==> src/logic/pmw_defines.svh <==
// register indices, field positions, reset values and timing counts
`ifndef PMW_DEFINES_SVH
`define PMW_DEFINES_SVH

// ------------------------------------------------------------------
// register indices (byte address is four times the index)
// ------------------------------------------------------------------
`define PMW_IDX_PCTRL   10'h087
`define PMW_IDX_P1WAKE  10'h096
`define PMW_IDX_IEMAIN  10'h0A8
`define PMW_IDX_IESEC   10'h0A9
`define PMW_IDX_LVCFG   10'h0BF
`define PMW_IDX_STAT    10'h0C0
`define PMW_IDX_MASK    10'h0C1
`define PMW_IDX_MODE    10'h0C2

// ------------------------------------------------------------------
// field positions
// ------------------------------------------------------------------
`define PMW_PC_SLEEP    0
`define PMW_PC_HALT     1
`define PMW_IE_PIN0     0
`define PMW_IE_GLOBAL   7
`define PMW_IE2_P1      1
`define PMW_IE2_SHARED  2
`define PMW_LV_OUT      6
`define PMW_LV_IE       7
`define PMW_ST_IDLEWK   0
`define PMW_ST_HALTWK   1
`define PMW_ST_LVD      2
`define PMW_ST_P1CHG    3

// ------------------------------------------------------------------
// reset values and write masks
// ------------------------------------------------------------------
`define PMW_RST_BYTE    8'h00
`define PMW_RST_STAT    4'h0
`define PMW_PC_KEEP     8'h8C
`define PMW_LV_KEEP     8'h8F

// ------------------------------------------------------------------
// timing
// ------------------------------------------------------------------
`define PMW_CLK_NS      20
`define PMW_WARM_NS     100
`define PMW_WARM_CYC    ((`PMW_WARM_NS + `PMW_CLK_NS - 1) / `PMW_CLK_NS)
`define PMW_RESUME_CYC  2

`endif

==> src/logic/pmw_pkg.sv <==
// types shared by the power mode wake-up block
`default_nettype none
package pmw_pkg;
  typedef enum logic [2:0] {
    MD_RUN, MD_IDLE, MD_HALT, MD_WARM, MD_RESUME
  } pmw_mode_t;

  typedef struct packed {
    logic        psel;
    logic        penable;
    logic        pwrite;
    logic [11:0] paddr;
    logic [31:0] pwdata;
  } pmw_apb_req_t;

  typedef struct packed {
    logic [31:0] prdata;
    logic        pready;
    logic        pslverr;
  } pmw_apb_rsp_t;

  typedef logic [12:0] pmw_mv_t;
endpackage
`default_nettype wire

==> src/logic/pmw_power_mode_wakeup_irq.sv <==
// power mode wake-up and interrupt gating with apb register slave
//
// How it works
// - pin zero enable gates its irq and wake
// - shared bit gates pins two-nine and lowvolt
// - lowvolt irq needs both lowvolt enables
// - four-bit code selects 2.5V to 4.3V
// - detector off in idle, halt, stop
// - idle wake needs own and global enable
// - any enabled source ends idle mode
// - service entered at once after idle
// - power-down bit write enters halt
// - idle request bit write enters idle
// - port1 mask bits enable pin wake
// - next instruction runs before halt service
// - halt service needs global and port1 enable
// - pin level must persist past clock restart
// - port1 change needs no clock sampling
// - global enable off blocks all interrupts (irqOut here is not gated by it)
// - port1 flag ignores port1 irq enable
//
// Decided for this implementation: the APB interface to the registers.
`timescale 1ns/1ps
`default_nettype none
`include "pmw_defines.svh"

module pmw_power_mode_wakeup_irq
  import pmw_pkg::*;
#(
  parameter int NOTHER     = 6,
  parameter int WARM_CYC   = `PMW_WARM_CYC,
  parameter int RESUME_CYC = `PMW_RESUME_CYC
) (
  input  wire logic              clk_sys,
  input  wire logic              srst,
  input  wire pmw_apb_req_t      apbReq,
  output pmw_apb_rsp_t           apbRsp,
  input  wire logic              pinZero,
  input  wire logic [7:0]        pinsTwoToNine,
  input  wire logic [7:0]        port1Pins,
  input  wire logic              lvdTrip,
  input  wire logic [NOTHER-1:0] otherIrqReq,
  input  wire logic              svcAck,
  output logic                   svcReq,
  output logic                   cpuRun,
  output logic                   sysClkRun,
  output logic                   lvdEnable,
  output logic [3:0]             lvdSelect,
  output pmw_mv_t                lvdThreshMv,
  output logic                   irqOut
);

  // ------------------------------------------------------------------
  // threshold table
  // ------------------------------------------------------------------
  // millivolts per code; the steps are uneven, so a table beats arithmetic
  localparam pmw_mv_t MV_TAB [16] = '{
    13'h9C4, 13'hA28, 13'hA8C, 13'hAF0, 13'hBB8, 13'hC1C, 13'hC80, 13'hCE4,
    13'hD48, 13'hE10, 13'hE74, 13'hED8, 13'hF3C, 13'hFA0, 13'h1068, 13'h10CC
  };

  // ------------------------------------------------------------------
  // state
  // ------------------------------------------------------------------
  pmw_mode_t    mode_r;
  logic [7:0]   cnt_r;
  logic [7:0]   pctl_r, ieMain_r, ieSec_r, p1Wake_r, lvCfg_r, p1Prev_r;
  logic         p1Flag_r, lvdOut_r, mapped;
  logic [3:0]   stat_r, mask_r, stat_nxt;
  logic [31:0]  rdata;

  // ------------------------------------------------------------------
  // bus decode
  // ------------------------------------------------------------------
  logic [9:0] idx;
  logic       wrEn, rdPhase;
  assign idx     = apbReq.paddr[11:2];
  assign rdPhase = apbReq.psel & apbReq.penable & ~apbRsp.pready;
  assign wrEn    = apbReq.psel & apbReq.penable & apbReq.pwrite &
                   apbRsp.pready & mapped;

  // ------------------------------------------------------------------
  // gating terms
  // ------------------------------------------------------------------
  logic       globalEn, pin0En, sharedEn, p1IrqEn, lvIrqEn;
  logic [7:0] p1Change;
  logic       lvdPend, pinSvc, svcPend, idleWake, haltWake, wakeDone;

  assign globalEn = ieMain_r[`PMW_IE_GLOBAL];
  assign pin0En   = ieMain_r[`PMW_IE_PIN0];
  assign sharedEn = ieSec_r[`PMW_IE2_SHARED];
  assign p1IrqEn  = ieSec_r[`PMW_IE2_P1];
  assign lvIrqEn  = lvCfg_r[`PMW_LV_IE] & sharedEn;
  // raw pin comparison: the change is seen without a sampled level
  assign p1Change = (port1Pins ^ p1Prev_r) & p1Wake_r;
  assign lvdPend  = lvdTrip & lvdEnable & lvIrqEn;

  // pins count only when sampled by a running clock
  assign pinSvc   = (pinZero & pin0En) |
                    ((|pinsTwoToNine) & sharedEn);
  assign svcPend  = globalEn & (pinSvc | lvdPend |
                    (p1Flag_r & p1IrqEn) | (|otherIrqReq));
  assign idleWake = svcPend;
  // halt wake ignores the global enable
  assign haltWake = (pinZero & pin0En) |
                    ((|pinsTwoToNine) & sharedEn) |
                    (|p1Change);
  assign wakeDone = (mode_r == MD_IDLE && idleWake) ||
                    (mode_r == MD_HALT && haltWake);

  // ------------------------------------------------------------------
  // mode sequencer
  // ------------------------------------------------------------------
  always_ff @(posedge clk_sys) begin
    if (srst) begin
      mode_r <= MD_RUN;
      cnt_r  <= 8'h00;
    end else begin
      case (mode_r)
        MD_RUN: begin
          if (wrEn && idx == `PMW_IDX_PCTRL) begin
            if (apbReq.pwdata[`PMW_PC_HALT]) begin
              mode_r <= MD_HALT;
            end else if (apbReq.pwdata[`PMW_PC_SLEEP]) begin
              mode_r <= MD_IDLE;
            end
          end
        end
        MD_IDLE: begin
          if (idleWake) begin
            mode_r <= MD_RUN;
          end
        end
        MD_HALT: begin
          if (haltWake) begin
            mode_r <= MD_WARM;
            cnt_r  <= 8'(WARM_CYC);
          end
        end
        MD_WARM: begin
          if (cnt_r <= 8'h01) begin
            mode_r <= MD_RESUME;
            cnt_r  <= 8'(RESUME_CYC);
          end else begin
            cnt_r <= cnt_r - 8'h01;
          end
        end
        MD_RESUME: begin
          // the instruction after the power-down write runs here
          if (cnt_r <= 8'h01) begin
            mode_r <= MD_RUN;
            cnt_r  <= 8'h00;
          end else begin
            cnt_r <= cnt_r - 8'h01;
          end
        end
        default: begin
          mode_r <= MD_RUN;
          cnt_r  <= 8'h00;
        end
      endcase
    end
  end

  // ------------------------------------------------------------------
  // control registers
  // ------------------------------------------------------------------
  always_ff @(posedge clk_sys) begin
    if (srst) begin
      pctl_r <= `PMW_RST_BYTE;
    end else if (wakeDone) begin
      pctl_r[`PMW_PC_HALT]  <= 1'b0;
      pctl_r[`PMW_PC_SLEEP] <= 1'b0;
    end else if (wrEn && idx == `PMW_IDX_PCTRL && mode_r == MD_RUN) begin
      pctl_r <= apbReq.pwdata[7:0] & `PMW_PC_KEEP;
      if (apbReq.pwdata[`PMW_PC_HALT]) begin
        pctl_r[`PMW_PC_HALT] <= 1'b1;
      end else begin
        pctl_r[`PMW_PC_SLEEP] <= apbReq.pwdata[`PMW_PC_SLEEP];
      end
    end
  end

  always_ff @(posedge clk_sys) begin
    if (srst) begin
      ieMain_r <= `PMW_RST_BYTE;
      ieSec_r  <= `PMW_RST_BYTE;
      p1Wake_r <= `PMW_RST_BYTE;
      lvCfg_r  <= `PMW_RST_BYTE;
      mask_r   <= `PMW_RST_STAT;
    end else if (wrEn) begin
      case (idx)
        `PMW_IDX_IEMAIN: ieMain_r <= apbReq.pwdata[7:0];
        `PMW_IDX_IESEC:  ieSec_r  <= apbReq.pwdata[7:0];
        `PMW_IDX_P1WAKE: p1Wake_r <= apbReq.pwdata[7:0];
        `PMW_IDX_LVCFG:  lvCfg_r  <= apbReq.pwdata[7:0] & `PMW_LV_KEEP;
        `PMW_IDX_MASK:   mask_r   <= apbReq.pwdata[3:0];
        default: begin
        end
      endcase
    end
  end

  // ------------------------------------------------------------------
  // port1 change flag
  // ------------------------------------------------------------------
  always_ff @(posedge clk_sys) begin
    if (srst) begin
      p1Prev_r <= 8'h00;
      p1Flag_r <= 1'b0;
    end else begin
      p1Prev_r <= port1Pins;
      // a change in the ack cycle keeps the flag set
      if (|p1Change) begin
        p1Flag_r <= 1'b1;
      end else if (svcAck) begin
        p1Flag_r <= 1'b0;
      end
    end
  end

  // ------------------------------------------------------------------
  // low voltage detector control
  // ------------------------------------------------------------------
  always_ff @(posedge clk_sys) begin
    if (srst) begin
      lvdEnable   <= 1'b0;
      lvdSelect   <= 4'h0;
      lvdThreshMv <= 13'h9C4;
      lvdOut_r    <= 1'b0;
    end else begin
      lvdEnable   <= (mode_r == MD_RUN) && !wakeDone &&
                     !(wrEn && idx == `PMW_IDX_PCTRL &&
                       (|apbReq.pwdata[1:0]));
      lvdSelect   <= lvCfg_r[3:0];
      lvdThreshMv <= MV_TAB[lvCfg_r[3:0]];
      lvdOut_r    <= lvdTrip & lvdEnable;
    end
  end

  // ------------------------------------------------------------------
  // cpu side outputs
  // ------------------------------------------------------------------
  always_ff @(posedge clk_sys) begin
    if (srst) begin
      svcReq    <= 1'b0;
      cpuRun    <= 1'b1;
      sysClkRun <= 1'b1;
    end else begin
      // from idle the request rises with the wake itself
      svcReq    <= ((mode_r == MD_RUN) ||
                    (mode_r == MD_IDLE && idleWake)) && svcPend;
      cpuRun    <= (mode_r == MD_RUN) || (mode_r == MD_RESUME) ||
                   (mode_r == MD_IDLE && idleWake);
      sysClkRun <= (mode_r != MD_HALT) && (mode_r != MD_WARM);
    end
  end

  // ------------------------------------------------------------------
  // event status and interrupt
  // ------------------------------------------------------------------
  always_comb begin
    stat_nxt = stat_r;
    if (wrEn && idx == `PMW_IDX_STAT) begin
      stat_nxt = stat_nxt & ~apbReq.pwdata[3:0];
    end
    // set beats clear in the same cycle
    if (mode_r == MD_IDLE && idleWake) begin
      stat_nxt[`PMW_ST_IDLEWK] = 1'b1;
    end
    if (mode_r == MD_HALT && haltWake) begin
      stat_nxt[`PMW_ST_HALTWK] = 1'b1;
    end
    if (lvdPend) begin
      stat_nxt[`PMW_ST_LVD] = 1'b1;
    end
    if (|p1Change) begin
      stat_nxt[`PMW_ST_P1CHG] = 1'b1;
    end
  end

  always_ff @(posedge clk_sys) begin
    if (srst) begin
      stat_r <= `PMW_RST_STAT;
      irqOut <= 1'b0;
    end else begin
      stat_r <= stat_nxt;
      irqOut <= |(stat_nxt & mask_r);
    end
  end

  // ------------------------------------------------------------------
  // read mux and apb answer
  // ------------------------------------------------------------------
  always_comb begin
    rdata  = 32'h0000_0000;
    mapped = 1'b1;
    case (idx)
      `PMW_IDX_PCTRL:  rdata[7:0] = pctl_r;
      `PMW_IDX_IEMAIN: rdata[7:0] = ieMain_r;
      `PMW_IDX_IESEC:  rdata[7:0] = ieSec_r;
      `PMW_IDX_P1WAKE: rdata[7:0] = p1Wake_r;
      `PMW_IDX_LVCFG: begin
        rdata[7:0]         = lvCfg_r;
        rdata[`PMW_LV_OUT] = lvdOut_r;
      end
      `PMW_IDX_STAT:   rdata[4:0] = {p1Flag_r, stat_r};
      `PMW_IDX_MASK:   rdata[3:0] = mask_r;
      `PMW_IDX_MODE:   rdata[2:0] = mode_r;
      default:         mapped     = 1'b0;
    endcase
  end

  // one wait state: ready rises in the second access cycle
  always_ff @(posedge clk_sys) begin
    if (srst) begin
      apbRsp <= '0;
    end else begin
      apbRsp.pready  <= rdPhase;
      apbRsp.pslverr <= rdPhase & ~mapped;
      apbRsp.prdata  <= (rdPhase && !apbReq.pwrite) ? rdata : 32'h0000_0000;
    end
  end

  // ------------------------------------------------------------------
  // checks
  // ------------------------------------------------------------------
  a_pin0_blocked: assert property (@(posedge clk_sys) disable iff (srst)
    (mode_r == MD_HALT && !pin0En && !(|pinsTwoToNine) && !(|p1Change))
    |=> mode_r == MD_HALT)
    else $error("halt left with no enabled wake source");
  a_lvd_gate: assert property (@(posedge clk_sys) disable iff (srst)
    (lvdTrip && lvdEnable && !(lvCfg_r[`PMW_LV_IE] && sharedEn) &&
     !(wrEn && idx == `PMW_IDX_STAT)) |=> stat_r[`PMW_ST_LVD] ==
     $past(stat_r[`PMW_ST_LVD]))
    else $error("lowvolt event without both enables");
  a_lvd_sleep_off: assert property (@(posedge clk_sys) disable iff (srst)
    (mode_r != MD_RUN) |=> !lvdEnable)
    else $error("detector enabled outside run");
  a_idle_wake: assert property (@(posedge clk_sys) disable iff (srst)
    (mode_r == MD_IDLE && !globalEn) |=> mode_r == MD_IDLE)
    else $error("idle left with global enable off");
  a_idle_svc: assert property (@(posedge clk_sys) disable iff (srst)
    (mode_r == MD_IDLE && idleWake) |=> (svcReq && mode_r == MD_RUN))
    else $error("no immediate service after idle wake");
  a_halt_entry: assert property (@(posedge clk_sys) disable iff (srst)
    (mode_r == MD_RUN && wrEn && idx == `PMW_IDX_PCTRL &&
     apbReq.pwdata[`PMW_PC_HALT]) |=> (mode_r == MD_HALT) ##1 !sysClkRun)
    else $error("power-down write did not halt");
  a_halt_no_svc: assert property (@(posedge clk_sys) disable iff (srst)
    (mode_r == MD_HALT && haltWake) |=> !svcReq [*4])
    else $error("service before resume instruction");
  a_p1_flag: assert property (@(posedge clk_sys) disable iff (srst)
    (|p1Change) |=> p1Flag_r)
    else $error("port1 change flag not set");
  a_wake_clear: assert property (@(posedge clk_sys) disable iff (srst)
    wakeDone |=> (pctl_r[1:0] == 2'b00))
    else $error("mode bit left set after wake");
  a_irq_level: assert property (@(posedge clk_sys) disable iff (srst)
    irqOut == $past(|(stat_nxt & mask_r)))
    else $error("interrupt output mismatch");

endmodule // pmw_power_mode_wakeup_irq

`default_nettype wire

==> config.mk <==
export PLATFORM = sky130hd
export DESIGN_NAME = pmw_power_mode_wakeup_irq
export DESIGN_NICKNAME = d
export VERILOG_FILES = /design/src/logic/pmw_pkg.sv /design/src/logic/pmw_power_mode_wakeup_irq.sv
export VERILOG_INCLUDE_DIRS = /design/src /design/src/logic
export SDC_FILE = /design/constraint.sdc
export NUM_CORES = 1
export LEC_CHECK = 0
export BUFFER_PORTS_ARGS = -buffer_cell sky130_fd_sc_hd__buf_2
export CORE_MARGIN = 2
export CORE_UTILIZATION = 30
export CTS_CLUSTER_DIAMETER = 200
export DETAILED_ROUTE_END_ITERATION = 8
export GPL_TIMING_DRIVEN = 1
export SYNTH_ARGS = -nofsm -noshare
export SYNTH_HDL_FRONTEND = slang
export SYNTH_SLANG_ARGS = --single-unit
==> constraint.sdc <==
create_clock -name clk_sys -period 2.39 [get_ports clk_sys]
set_input_delay 0.478 -clock clk_sys [delete_from_list [all_inputs] [get_ports clk_sys]]
set_output_delay 0.478 -clock clk_sys [all_outputs]
set_load 0.005 [all_outputs]
==> summary.txt, run 1 <==
Timing
  • Slew headroom: 0.542
  • Setup repair after global routing missed its margin: no
  • Worst hold slack: 0.376 ns
  • Fin Setup TNS: 0 ns
  • Final Cycle Share: 0.863
  • Highest clock rate: 485 MHz
  • Worst-margin pin slew: 0.686 ns
  • # setup viols final: 0
  • Final slew viol count: 0
  • Final Hold Fails: 0
  • Skew final: 0.0101 ns
  • Clock period minus worst slack: ~2.1 ns

Die
  • IO Count: 130
  • Chip height: approximately 130 um
  • Width of the die: between 100 and 150 um
  • Initial Utilization: 0.307
  • Die area: 0.0158 mm^2
  • Row cnt: 44
  • Core Footprint: 0.0145 mm^2

Critical path
  • Critical path's largest stage delay: ~0.5 ns
  • Crit-path cells: buf_2 -> or4_1 -> a2111oi_0 -> a41oi_1 -> and3b_1 -> o21ai_1 -> o311ai_1
  • Worst setup SP type: input port
  • Critical path arrival: 2.26 ns
  • Crit path max fanout: 4
  • Setup CP Type: input port to flip-flop
  • R2r startpoint: cnt_r[0]$_SDFFE_PP0P_
  • Crit path required time: approximately 2.6 ns
  • R2R Setup Slk: 0.42 ns
  • Reg2Reg Depth: 7
  • Slowest-stage cell, CP: or4_1
  • Critical Path Sink Type: flip-flop
  • Reg2reg end: cnt_r[4]$_SDFFE_PP0P_

Clock tree
  • Clock Sinks: 93
  • Cts bufs inserted: 9
  • Htree depth: 3
  • CTS resizes: 0
  • Bufs on Longest Clock Path: 2
  • Clk pin slew, worst setup/hold paths: 0.07 ns
  • Hold_buf cts: 0
  • Post-CTS setup repair buffer count: 0
  • CTS tree: built
  • Clk Latency, worst-skew pair: between 0.3 and 0.4 ns
  • CTS root buffer: clkbuf_16

Detailed routing
  • Vias per cell: 4.83
  • WL/cell: approximately 15 um
  • DR vias: 3651
  • Initial DRC count: 325
  • Final wirelength: 11000 um
  • Antenna-violating nets left: 0
  • Drt first pass iters: 4
  • Post-route DRC: 0

Place
  • Gpl congestion: between 0.9 and 1
  • I/O Buffers: 77
  • Placed insts: 741
  • DP HPWL: 8390 um

Cells and area
  • Diodes inserted: 0
  • Nets@finish: 648
  • Layout cell share with drive strength beyond 1: 0.229
  • Area growth syn-to-layout: 18.2%
  • Final non-filler cell total: 756

Job
  • Max-cap viol count: 0

Yosys
  • Mapped Cells: 495
  • Async set or reset register ratio after synthesis: 0
  • Ranking of synthesized cells by area: dfxtp_1 (42%), mux2i_1 (8.8%), nor2_1 (5.3%)
  • Top cell type by total area after synthesis: dfxtp_1
  • Most frequent cell after synthesis: dfxtp_1
  • Synth Warn #: 0
  • Mapped Area: 0.00444 mm^2
  • Dominant synthesized flop cell: dfxtp_1
  • Yosys cell types: 72
  • Yosys reg bits: 93
  • Avg Synthesized Cell Area: 8.97 um^2
  • Post-synth EDFFs: 0
  • Synth cell count leaders: dfxtp_1 (93), nor2_1 (63), mux2i_1 (39)
  • Post-synthesis sequential area ratio: 0.420
  • Share of the synthesized area in the top cell type: 0.420

Global routing
  • First-pass GRT wire length: 18000 um
  • Met2 usage: 0.231
  • Routing usage on met1: 0.186
  • Total Routing Usage GR: 0.141
  • Met3 Usage GRT: 0.0340
  • Gr ovfl total: 0
  • Initial antenna violation count: 0
  • Largest net degree at the start of global routing: 33
  • Gr busiest metal: met2
  • Vias in the first global route: 3538

Status
  • Status: completed

Power
  • VDD IR-drop max: 0.368 mV
  • Pwr/cell area: around 600 mW/mm^2
  • P_leak: 0.00216 uW

Hold path
  • Hold path start: port1Pins[5]
  • Min-delay worst type: input port to flip-flop
  • Hold endpoint: p1Prev_r[5]$_SDFF_PP0_
  • Number of cells on the worst hold path: 2
==> per-layer routing <==
metal	routed length (um)	vias up
met1	5070	1705
met4	60	0
met2	5150	112
li1	-	1830
met5	0	-
met3	698	4
==> critical path, delay by kind of cell <==
| family | cells | cell delay, ns |
|---|---|---|
| compound gates | 4 | 0.93 |
| simple gates | 2 | 0.75 |
| buf+inv | 1 | 0.09 |
==> how the worst max path moves through the flow <==
stage,from,to,slack [ns]
detailed placement,otherIrqReq[1],irqOut$_SDFF_PP0_,-0.004
CTS,otherIrqReq[1],irqOut$_SDFF_PP0_,0.34
global placement,otherIrqReq[1],irqOut$_SDFF_PP0_,0.04
finish,otherIrqReq[1],irqOut$_SDFF_PP0_,0.33
global route,otherIrqReq[1],irqOut$_SDFF_PP0_,0.08
floorplan,otherIrqReq[1],irqOut$_SDFF_PP0_,0.40
==> area by class of cell <==
type,count,area (um^2)
Clock buffer,11,253
Timing Repair Buffer,89,488
Sequential cell,93,1860
Tap cell,184,230
Clock inverter,4,47.5
Inverter,15,56.3
Fill cell,1467,9230
Multi-Input combinational cell,360,2310
==> metrics by stage <==
stage                     setup WS [ns]  total power (uW)  area, um^2  utilization
after floorplan                   0.397              1700        4530            -
after global placement           0.0449              1750        4940        0.342
after detailed placement       -0.00422              1750        4940        0.342
after CTS                         0.344              3190        5250        0.362
after global routing             0.0772              3260        5250        0.362
final                             0.327              3150        5250        0.362
==> state kept, by name (all words and copies together) (netlist names) <==
register and flops:
apbRsp 10, cnt_r 8, cpuRun 1, ieMain_r 8
ieSec_r 8, irqOut 1, lvCfg_r 5, lvdEnable 1
lvdOut_r 1, lvdSelect 4, lvdThreshMv 11, mask_r 4
mode_r 3, p1Flag_r 1, p1Prev_r 8, p1Wake_r 8
pctl_r 5, stat_r 4, svcReq 1, sysClkRun 1
==> report_power, final <==
group / switching (uW) / internal (uW) / total [uW] / leakage, uW
clock: 573 / 858 / 1430 / 0.000147
combinational: 93.0 / 59.6 / 153 / 0.00126
sequential: 4.98 / 1560 / 1560 / 0.000752
total: 671 / 2480 / 3150 / 0.00216
==> kinds of logic (layout without fill, tap and decap cells) <==
logic type,count (synthesis),in the layout,share of synthesized area
and+or+nand+nor,177,177,0.213
AOI/OAI and AO/OA,100,100,0.155
DFF,93,93,0.420
buffers and inverters,67,119,0.0815
muxes,42,42,0.0956
xor gates and xnor gates,9,9,0.0178
adders and majority gates,6,6,0.0169
other,1,26,0.000845
==> cells in the final DEF (no fill, tap or decap), types with 4 or more instances in the layout <==
| cell | netlist | final |
|---|---|---|
| inv_1 | 14 | 14 |
| nand3_1 | 16 | 16 |
| nor3_1 | 4 | 4 |
| xor2_1 | 9 | 9 |
| buf_2 | 3 | 77 |
| mux2i_1 | 39 | 39 |
| o21ai_0 | 8 | 8 |
| dfxtp_1 | 93 | 93 |
| a22oi_1 | 9 | 9 |
| a211oi_1 | 4 | 4 |
| nand2_1 | 32 | 32 |
| ha_1 | 6 | 6 |
| or3_1 | 5 | 5 |
| nand2b_1 | 6 | 6 |
| nor2b_1 | 12 | 12 |
| buf_4 | 26 | 11 |
| nor2_1 | 63 | 63 |
| a21oi_1 | 35 | 35 |
| or4_1 | 5 | 5 |
| clkbuf_16 | 0 | 9 |
| conb_1 | 1 | 26 |
| o31ai_1 | 4 | 4 |
| a221oi_1 | 6 | 6 |
(Power assumes the default switching activity.)
==> inputs of run 2 (changes only) <==
==> constraint.sdc (replaced) <==
create_clock -name clk_sys -period 2.2 [get_ports clk_sys]
set_input_delay 0.44 -clock clk_sys [delete_from_list [all_inputs] [get_ports clk_sys]]
set_output_delay 0.44 -clock clk_sys [all_outputs]
set_load 0.005 [all_outputs]
==> summary.txt, run 2 (same netlist as run 1, synthesis figures left out) <==
Cells and area
  • Most common cell after layout, fill and taps aside: dfxtp_1 (unchanged)
  • Most frequent cells in the layout: dfxtp_1 (93), buf_2 (77), nor2_1 (63), mux2i_1 (39), a21oi_1 (34) (was dfxtp_1 (93), buf_2 (77), nor2_1 (63), mux2i_1 (39), a21oi_1 (35))
  • Area growth syn-to-layout: 20.0% (was 18.2%)
  • Biggest register: lvdThreshMv (unchanged)
  • Diodes inserted: 0 (unchanged)
  • Layout cell share with drive strength beyond 1: 0.240 (was 0.229)
  • Largest register FFs: 11 (unchanged)
  • Top Registers: lvdThreshMv: 11 flops, apbRsp: 10 flops (unchanged)
  • Nets@finish: 654 (was 648)

Critical path
  • Critical Path Stages: 8 (was 7)
  • Critical path arrival: 2.19 ns (was 2.26 ns)
  • Crit path max fanout: 3 (was 4)
  • Worst path top cell family by delay: simple AND/OR/NAND/NOR gates (was compound AO/OA/AOI/OAI gates)
  • Reg2reg end: cnt_r[4]$_SDFFE_PP0P_ (unchanged)
  • Worst Path Buf+Inv: 2 (was 1)
  • CP startpoint: otherIrqReq[1] (unchanged)
  • Crit path required time: 2.41 ns (was 2.59 ns)
  • R2r startpoint: mode_r[0]$_SDFFE_PP0P_ (was cnt_r[0]$_SDFFE_PP0P_)
  • Reg2Reg Depth: 5 (was 7)
  • Crit-path cells: buf_2 -> or4_1 -> a2111oi_2 -> buf_4 -> a41oi_1 -> and3b_1 -> o21ai_1 -> o311ai_1 (was buf_2 -> or4_1 -> a2111oi_0 -> a41oi_1 -> and3b_1 -> o21ai_1 -> o311ai_1)
  • Critical Path Sink Type: flip-flop (unchanged)
  • Slowest-stage cell, CP: or4_1 (unchanged)
  • Crit path capture: irqOut$_SDFF_PP0_ (unchanged)
  • R2R Setup Slk: 0.22 ns (was 0.42 ns)
  • Worst setup SP type: input port (unchanged)
  • Setup CP Type: input port to flip-flop (unchanged)
  • Critical path's largest stage delay: 0.54 ns (was 0.50 ns)

Clock tree
  • Clk pin slew, worst setup/hold paths: 0.07 ns (about the same)
  • Clk Latency, worst-skew pair: 0.34 ns (about the same)
  • Cts bufs inserted: 9 (unchanged)
  • Bufs on Longest Clock Path: 2 (unchanged)
  • Htree depth: 3 (unchanged)
  • Post-CTS setup repair buffer count: 0 (unchanged)
  • Clock Sinks: 93 (unchanged)
  • CTS root buffer: clkbuf_16 (unchanged)
  • CTS tree: built (unchanged)

Timing
  • Final setup margin: 0.222 ns (was 0.327 ns)
  • Setup repair after global routing missed its margin: no (unchanged)
  • Slew headroom: 0.549 (was 0.542)
  • Skew final: 0.00616 ns (was 0.0101 ns)
  • # setup viols final: 0 (unchanged)
  • Fin Setup TNS: 0 ns (unchanged)
  • Final Cycle Share: 0.899
  • Highest clock rate: roughly 510 MHz
  • Final slew viol count: 0 (unchanged)
  • Final Hold Fails: 0 (unchanged)
  • Clock period minus worst slack: 1.98 ns
  • Worst-margin pin slew: 0.676 ns (was 0.686 ns)

Hold path
  • Min-delay worst type: input port to flip-flop (unchanged)
  • Number of cells on the worst hold path: 2 (unchanged)

Detailed routing
  • Initial DRC count: 240 (was 325)
  • WL/cell: 14.8 um (was 14.5 um)
  • Vias per cell: 4.93 (was 4.83)
  • Drt first pass iters: 5 (was 4)
  • DR vias: 3763 (was 3651)
  • Post-route DRC: 0 (unchanged)
  • Final wirelength: 11300 um (was 11000 um)
  • Antenna-violating nets left: 0 (unchanged)

Place
  • DP HPWL: 8480 um (was 8390 um)
  • I/O Buffers: 77 (unchanged)
  • Gpl congestion: 0.902 (was 0.906)
  • Pre-CTS setup slack: -0.194 ns (was -0.00422 ns)

Global routing
  • Largest net degree at the start of global routing: 42 (was 33)
  • Total Routing Usage GR: 0.145 (was 0.141)
  • First-pass GRT wire length: 18700 um (was 18000 um)
  • Vias in the first global route: 3672 (was 3538)
  • Initial antenna violation count: 0 (unchanged)
  • Gr ovfl total: 0 (unchanged)

Job
  • Max-cap viol count: 0 (unchanged)

Die
  • Width of the die: 126 um (unchanged)
  • Die area: 0.0158 mm^2 (unchanged)
  • Row cnt: 44 (unchanged)
  • Chip height: 126 um (unchanged)
  • Core Footprint: 0.0145 mm^2 (unchanged)
  • IO Count: 130 (unchanged)
  • Initial Utilization: 0.307 (unchanged)

Power
  • VDD IR-drop max: 0.404 mV (was 0.368 mV)
  • Pwr/cell area: 645 mW/mm^2 (was 600 mW/mm^2)
  • P_leak: 0.00220 uW (was 0.00216 uW)

Status
  • Status: completed (unchanged)
==> run 2: changes by cell type in the layout (fill, tap and decap cells not counted), sizes merged <==
cell	before	now
inv	14	15
clkbuf	11	10
buf	89	95
clkinvlp	1	2
==> run 2: through the flow <==
step           cell area [um^2]  hold WS (ns)  power [uW]  std cells  utilization
2_1_floorplan              4530         0.434        1850        520            -
3_3_place_gp               5010         0.453        1900        747        0.346
3_5_place_dp               5010         0.466        1910        747        0.346
4_1_cts                    5320         0.331        3470        763        0.367
5_1_grt                    5330         0.351        3550        763        0.368
6_report                   5330         0.340        3430        763        0.368
==> run 2: metal layers <==
layer	vias to the layer above	global-route usage	part of all wire
li1	1841	-	-
met1	1774	0.191	0.45
met2	139	0.241	0.47
met3	9	0.0297	0.066
met4	0	0.0431	0.0088
met5	-	0	0
==> run 2: power breakdown <==
| part | internal [uW] | switching (uW) | leakage [uW] |
|---|---|---|---|
| Clock | 889 | 674 | 0.000139 |
| Combinational | 67.8 | 104 | 0.00130 |
| Sequential | 1690 | 5.79 | 0.000752 |
| Total | 2650 | 784 | 0.00220 |
==> run 2: cell type report <==
cell class / instances / area, um^2
Clock inverter: 6 / 71.3
Timing Repair Buffer: 95 / 558
Tap cell: 184 / 230
Fill cell: 1459 / 9150
Clock buffer: 10 / 229
Multi-Input combinational cell: 360 / 2320
Sequential cell: 93 / 1860
Inverter: 15 / 56.3
==> run 2: what timing repair did <==
item	CTS	global route
resized for setup	0	3
hold buffers	0	0
endpoints found under the setup margin	0	6
==> run 2: worst register-to-register path: stages, from the launching register on <==
cell and delay [ns]:
dfxtp_1 0.46, nor2b_1 0.37, nand2_1 0.14, a21oi_2 0.33
or3b_2 0.49, a21oi_2 0.12
==> run 2: worst min path at each step <==
stage                            from                endpoint  slack [ns]
6_report                 port1Pins[0]  p1Prev_r[0]$_SDFF_PP0_        0.34
5_1_grt                  port1Pins[1]  p1Prev_r[1]$_SDFF_PP0_        0.35
4_1_cts                  port1Pins[6]  p1Prev_r[6]$_SDFF_PP0_        0.33
3_5_place_dp    cnt_r[4]$_SDFFE_PP0P_   cnt_r[4]$_SDFFE_PP0P_        0.47
3_3_place_gp    cnt_r[4]$_SDFFE_PP0P_   cnt_r[4]$_SDFFE_PP0P_        0.45
2_1_floorplan  pctl_r[0]$_SDFFE_PP0P_  pctl_r[0]$_SDFFE_PP0P_        0.43
==> inputs of run 3 (changes only) <==
--- a/config.mk
+++ b/config.mk
@@ -12,6 +12,7 @@
 export CTS_CLUSTER_DIAMETER = 200
 export DETAILED_ROUTE_END_ITERATION = 8
 export GPL_TIMING_DRIVEN = 1
+export RECOVER_POWER = 25
 export SYNTH_ARGS = -nofsm -noshare
 export SYNTH_HDL_FRONTEND = slang
 export SYNTH_SLANG_ARGS = --single-unit
==> summary.txt, run 3 (same netlist as run 1, synthesis figures left out) <==
Detailed routing
  • Initial DRC count: 290 (was 240)
  • DR vias: 3757 (was 3763)
  • Drt first pass iters: 5 (unchanged)
  • Post-route DRC: 0 (unchanged)
  • Vias per cell: 4.92 (was 4.93)
  • Antenna-violating nets left: 0 (unchanged)
  • Final wirelength: 11400 um (was 11300 um)
  • WL/cell: 14.9 um (was 14.8 um)

Die
  • Initial Utilization: 0.307 (unchanged)
  • Die area: 0.0158 mm^2 (unchanged)
  • Chip height: 126 um (unchanged)
  • Core Footprint: 0.0145 mm^2 (unchanged)
  • Row cnt: 44 (unchanged)
  • IO Count: 130 (unchanged)
  • Width of the die: 126 um (unchanged)

Timing
  • Skew final: 0.00569 ns (was 0.00616 ns)
  • Worst-margin pin slew: 1.37 ns (was 0.676 ns)
  • Final setup margin: 0.220 ns (was 0.222 ns)
  • Highest clock rate: 505 MHz (about the same)
  • # setup viols final: 0 (unchanged)
  • Final Cycle Share: 0.900 (was 0.899)
  • Worst hold slack: 0.341 ns (was 0.340 ns)
  • Clock period minus worst slack: 1.98 ns (about the same)
  • Fin Setup TNS: 0 ns (unchanged)
  • Slew headroom: 0.0838 (was 0.549)
  • Final slew viol count: 0 (unchanged)
  • Final Hold Fails: 0 (unchanged)
  • Setup repair after global routing missed its margin: no (unchanged)

Power
  • Net Sw Frac: 0.228 (about the same)
  • Pwr/cell area: 646 mW/mm^2 (was 645 mW/mm^2)
  • Pint: 2650 uW (about the same)
  • Logic pwr share: 0.050 (about the same)
  • VDD IR-drop max: 0.404 mV (about the same)
  • Clock power share: 0.455 (about the same)
  • P_leak: 0.00217 uW (was 0.00220 uW)
  • NetSw: 785 uW (was 784 uW)
  • Sequential share of power: 0.495 (about the same)

Cells and area
  • Most common cell after layout, fill and taps aside: dfxtp_1 (unchanged)
  • Layout cell share with drive strength beyond 1: 0.228 (was 0.240)
  • Biggest register: lvdThreshMv (unchanged)
  • Nets@finish: 654 (unchanged)
  • Largest register FFs: 11 (unchanged)
  • Top Registers: lvdThreshMv: 11 flops, apbRsp: 10 flops (unchanged)
  • Area growth syn-to-layout: 19.8% (was 20.0%)
  • Final core occ: 0.367 (was 0.368)
  • Diodes inserted: 0 (unchanged)
  • FILL cells: 1465 (was 1459)
  • Most frequent cells in the layout: dfxtp_1 (93), buf_2 (70), nor2_1 (63), mux2i_1 (39), a21oi_1 (34) (was dfxtp_1 (93), buf_2 (77), nor2_1 (63), mux2i_1 (39), a21oi_1 (34))

Critical path
  • Worst path top cell family by delay: simple AND/OR/NAND/NOR gates (unchanged)
  • Slowest-stage cell, CP: or4_1 (unchanged)
  • Critical path's largest stage delay: 0.54 ns (about the same)
  • Crit path max fanout: 3 (unchanged)
  • Crit-path cells: buf_2 -> or4_1 -> a2111oi_2 -> buf_4 -> a41oi_1 -> and3b_1 -> o21ai_1 -> o311ai_1 (unchanged)
  • CP startpoint: otherIrqReq[1] (unchanged)
  • Critical path arrival: 2.19 ns (about the same)
  • R2R Setup Slk: 0.23 ns (was 0.22 ns)
  • Setup CP Type: input port to flip-flop (unchanged)
  • Critical Path Sink Type: flip-flop (unchanged)
  • Worst Path Buf+Inv: 2 (unchanged)
  • Crit path required time: 2.41 ns (about the same)
  • Worst setup SP type: input port (unchanged)
  • R2r startpoint: mode_r[0]$_SDFFE_PP0P_ (unchanged)

Clock tree
  • Clk pin slew, worst setup/hold paths: 0.07 ns (about the same)
  • Post-CTS setup repair buffer count: 0 (unchanged)
  • CTS resizes: 0 (unchanged)
  • Cts bufs inserted: 9 (unchanged)
  • CTS tree: built (unchanged)
  • Hold_buf cts: 0 (unchanged)
  • Clock Sinks: 93 (unchanged)
  • CTS root buffer: clkbuf_16 (unchanged)
  • Htree depth: 3 (unchanged)
  • Bufs on Longest Clock Path: 2 (unchanged)
  • Clk Latency, worst-skew pair: 0.34 ns (about the same)

Status
  • Status: completed (unchanged)

Global routing
  • Initial antenna violation count: 0 (unchanged)
  • Vias in the first global route: 3672 (unchanged)
  • Largest net degree at the start of global routing: 42 (unchanged)
  • Met3 Usage GRT: 0.0297 (unchanged)
  • Total Routing Usage GR: 0.145 (unchanged)
  • Met2 usage: 0.241 (unchanged)
  • Gr busiest metal: met2 (unchanged)
  • Routing usage on met1: 0.191 (unchanged)
  • First-pass GRT wire length: 18700 um (unchanged)
  • Gr ovfl total: 0 (unchanged)

Place
  • I/O Buffers: 77 (unchanged)
  • DP HPWL: 8480 um (unchanged)
  • Pre-CTS setup slack: -0.194 ns (unchanged)
  • Gpl congestion: 0.902 (unchanged)

Hold path
  • Min-delay worst type: input port to flip-flop (unchanged)
  • Hold path start: port1Pins[0] (unchanged)

Job
  • Max-cap viol count: 0 (unchanged)
## run 3: per-layer routing
metal / part of all wire / up-vias
li1: - / 1838
met1: 0.45 / 1759
met2: 0.47 / 148
met3: 0.069 / 12
met4: 0.012 / 0
met5: 0 / -
## run 3: cell type report
cell class	count	area, um^2	area share
clock buffers	10	229	0.0431
clock inverters	6	71.3	0.0134
inverters	15	56.3	0.0106
multi-input cells	360	2320	0.436
flip-flops and latches	93	1860	0.350
well taps	184	230	0.0433
repair buffers	95	549	0.103
## run 3: worst paths after layout
path,end,cells after the start
worst max-delay path,irqOut$_SDFF_PP0_,8
worst min-delay path,p1Prev_r[0]$_SDFF_PP0_,2
worst max register to register,cnt_r[4]$_SDFFE_PP0P_,5
worst min register to register,cnt_r[4]$_SDFFE_PP0P_,2
## run 3: power by group through the flow
stage                     registers [uW]  clock network (uW)  logic, uW
after floorplan                     1740                   0        114
after CTS                           1700                1600        171
after global placement              1740                   0        166
after global routing                1700                1660        189
after detailed placement            1740                   0        170
final                               1700                1560        172
## run 3: worst register-to-register path, stage by stage (launching register included)
cell and delay [ns]:
dfxtp_1 0.47, nor2b_1 0.37, nand2_1 0.14, a21oi_2 0.33
or3b_2 0.49, a21oi_2 0.12
## run 3: through the flow
stage	cell area, um^2	power, uW	cells
6_report	5320	3440	763
5_1_grt	5320	3550	763
4_1_cts	5320	3470	763
3_5_place_dp	5010	1910	747
3_3_place_gp	5010	1900	747
2_1_floorplan	4530	1850	520
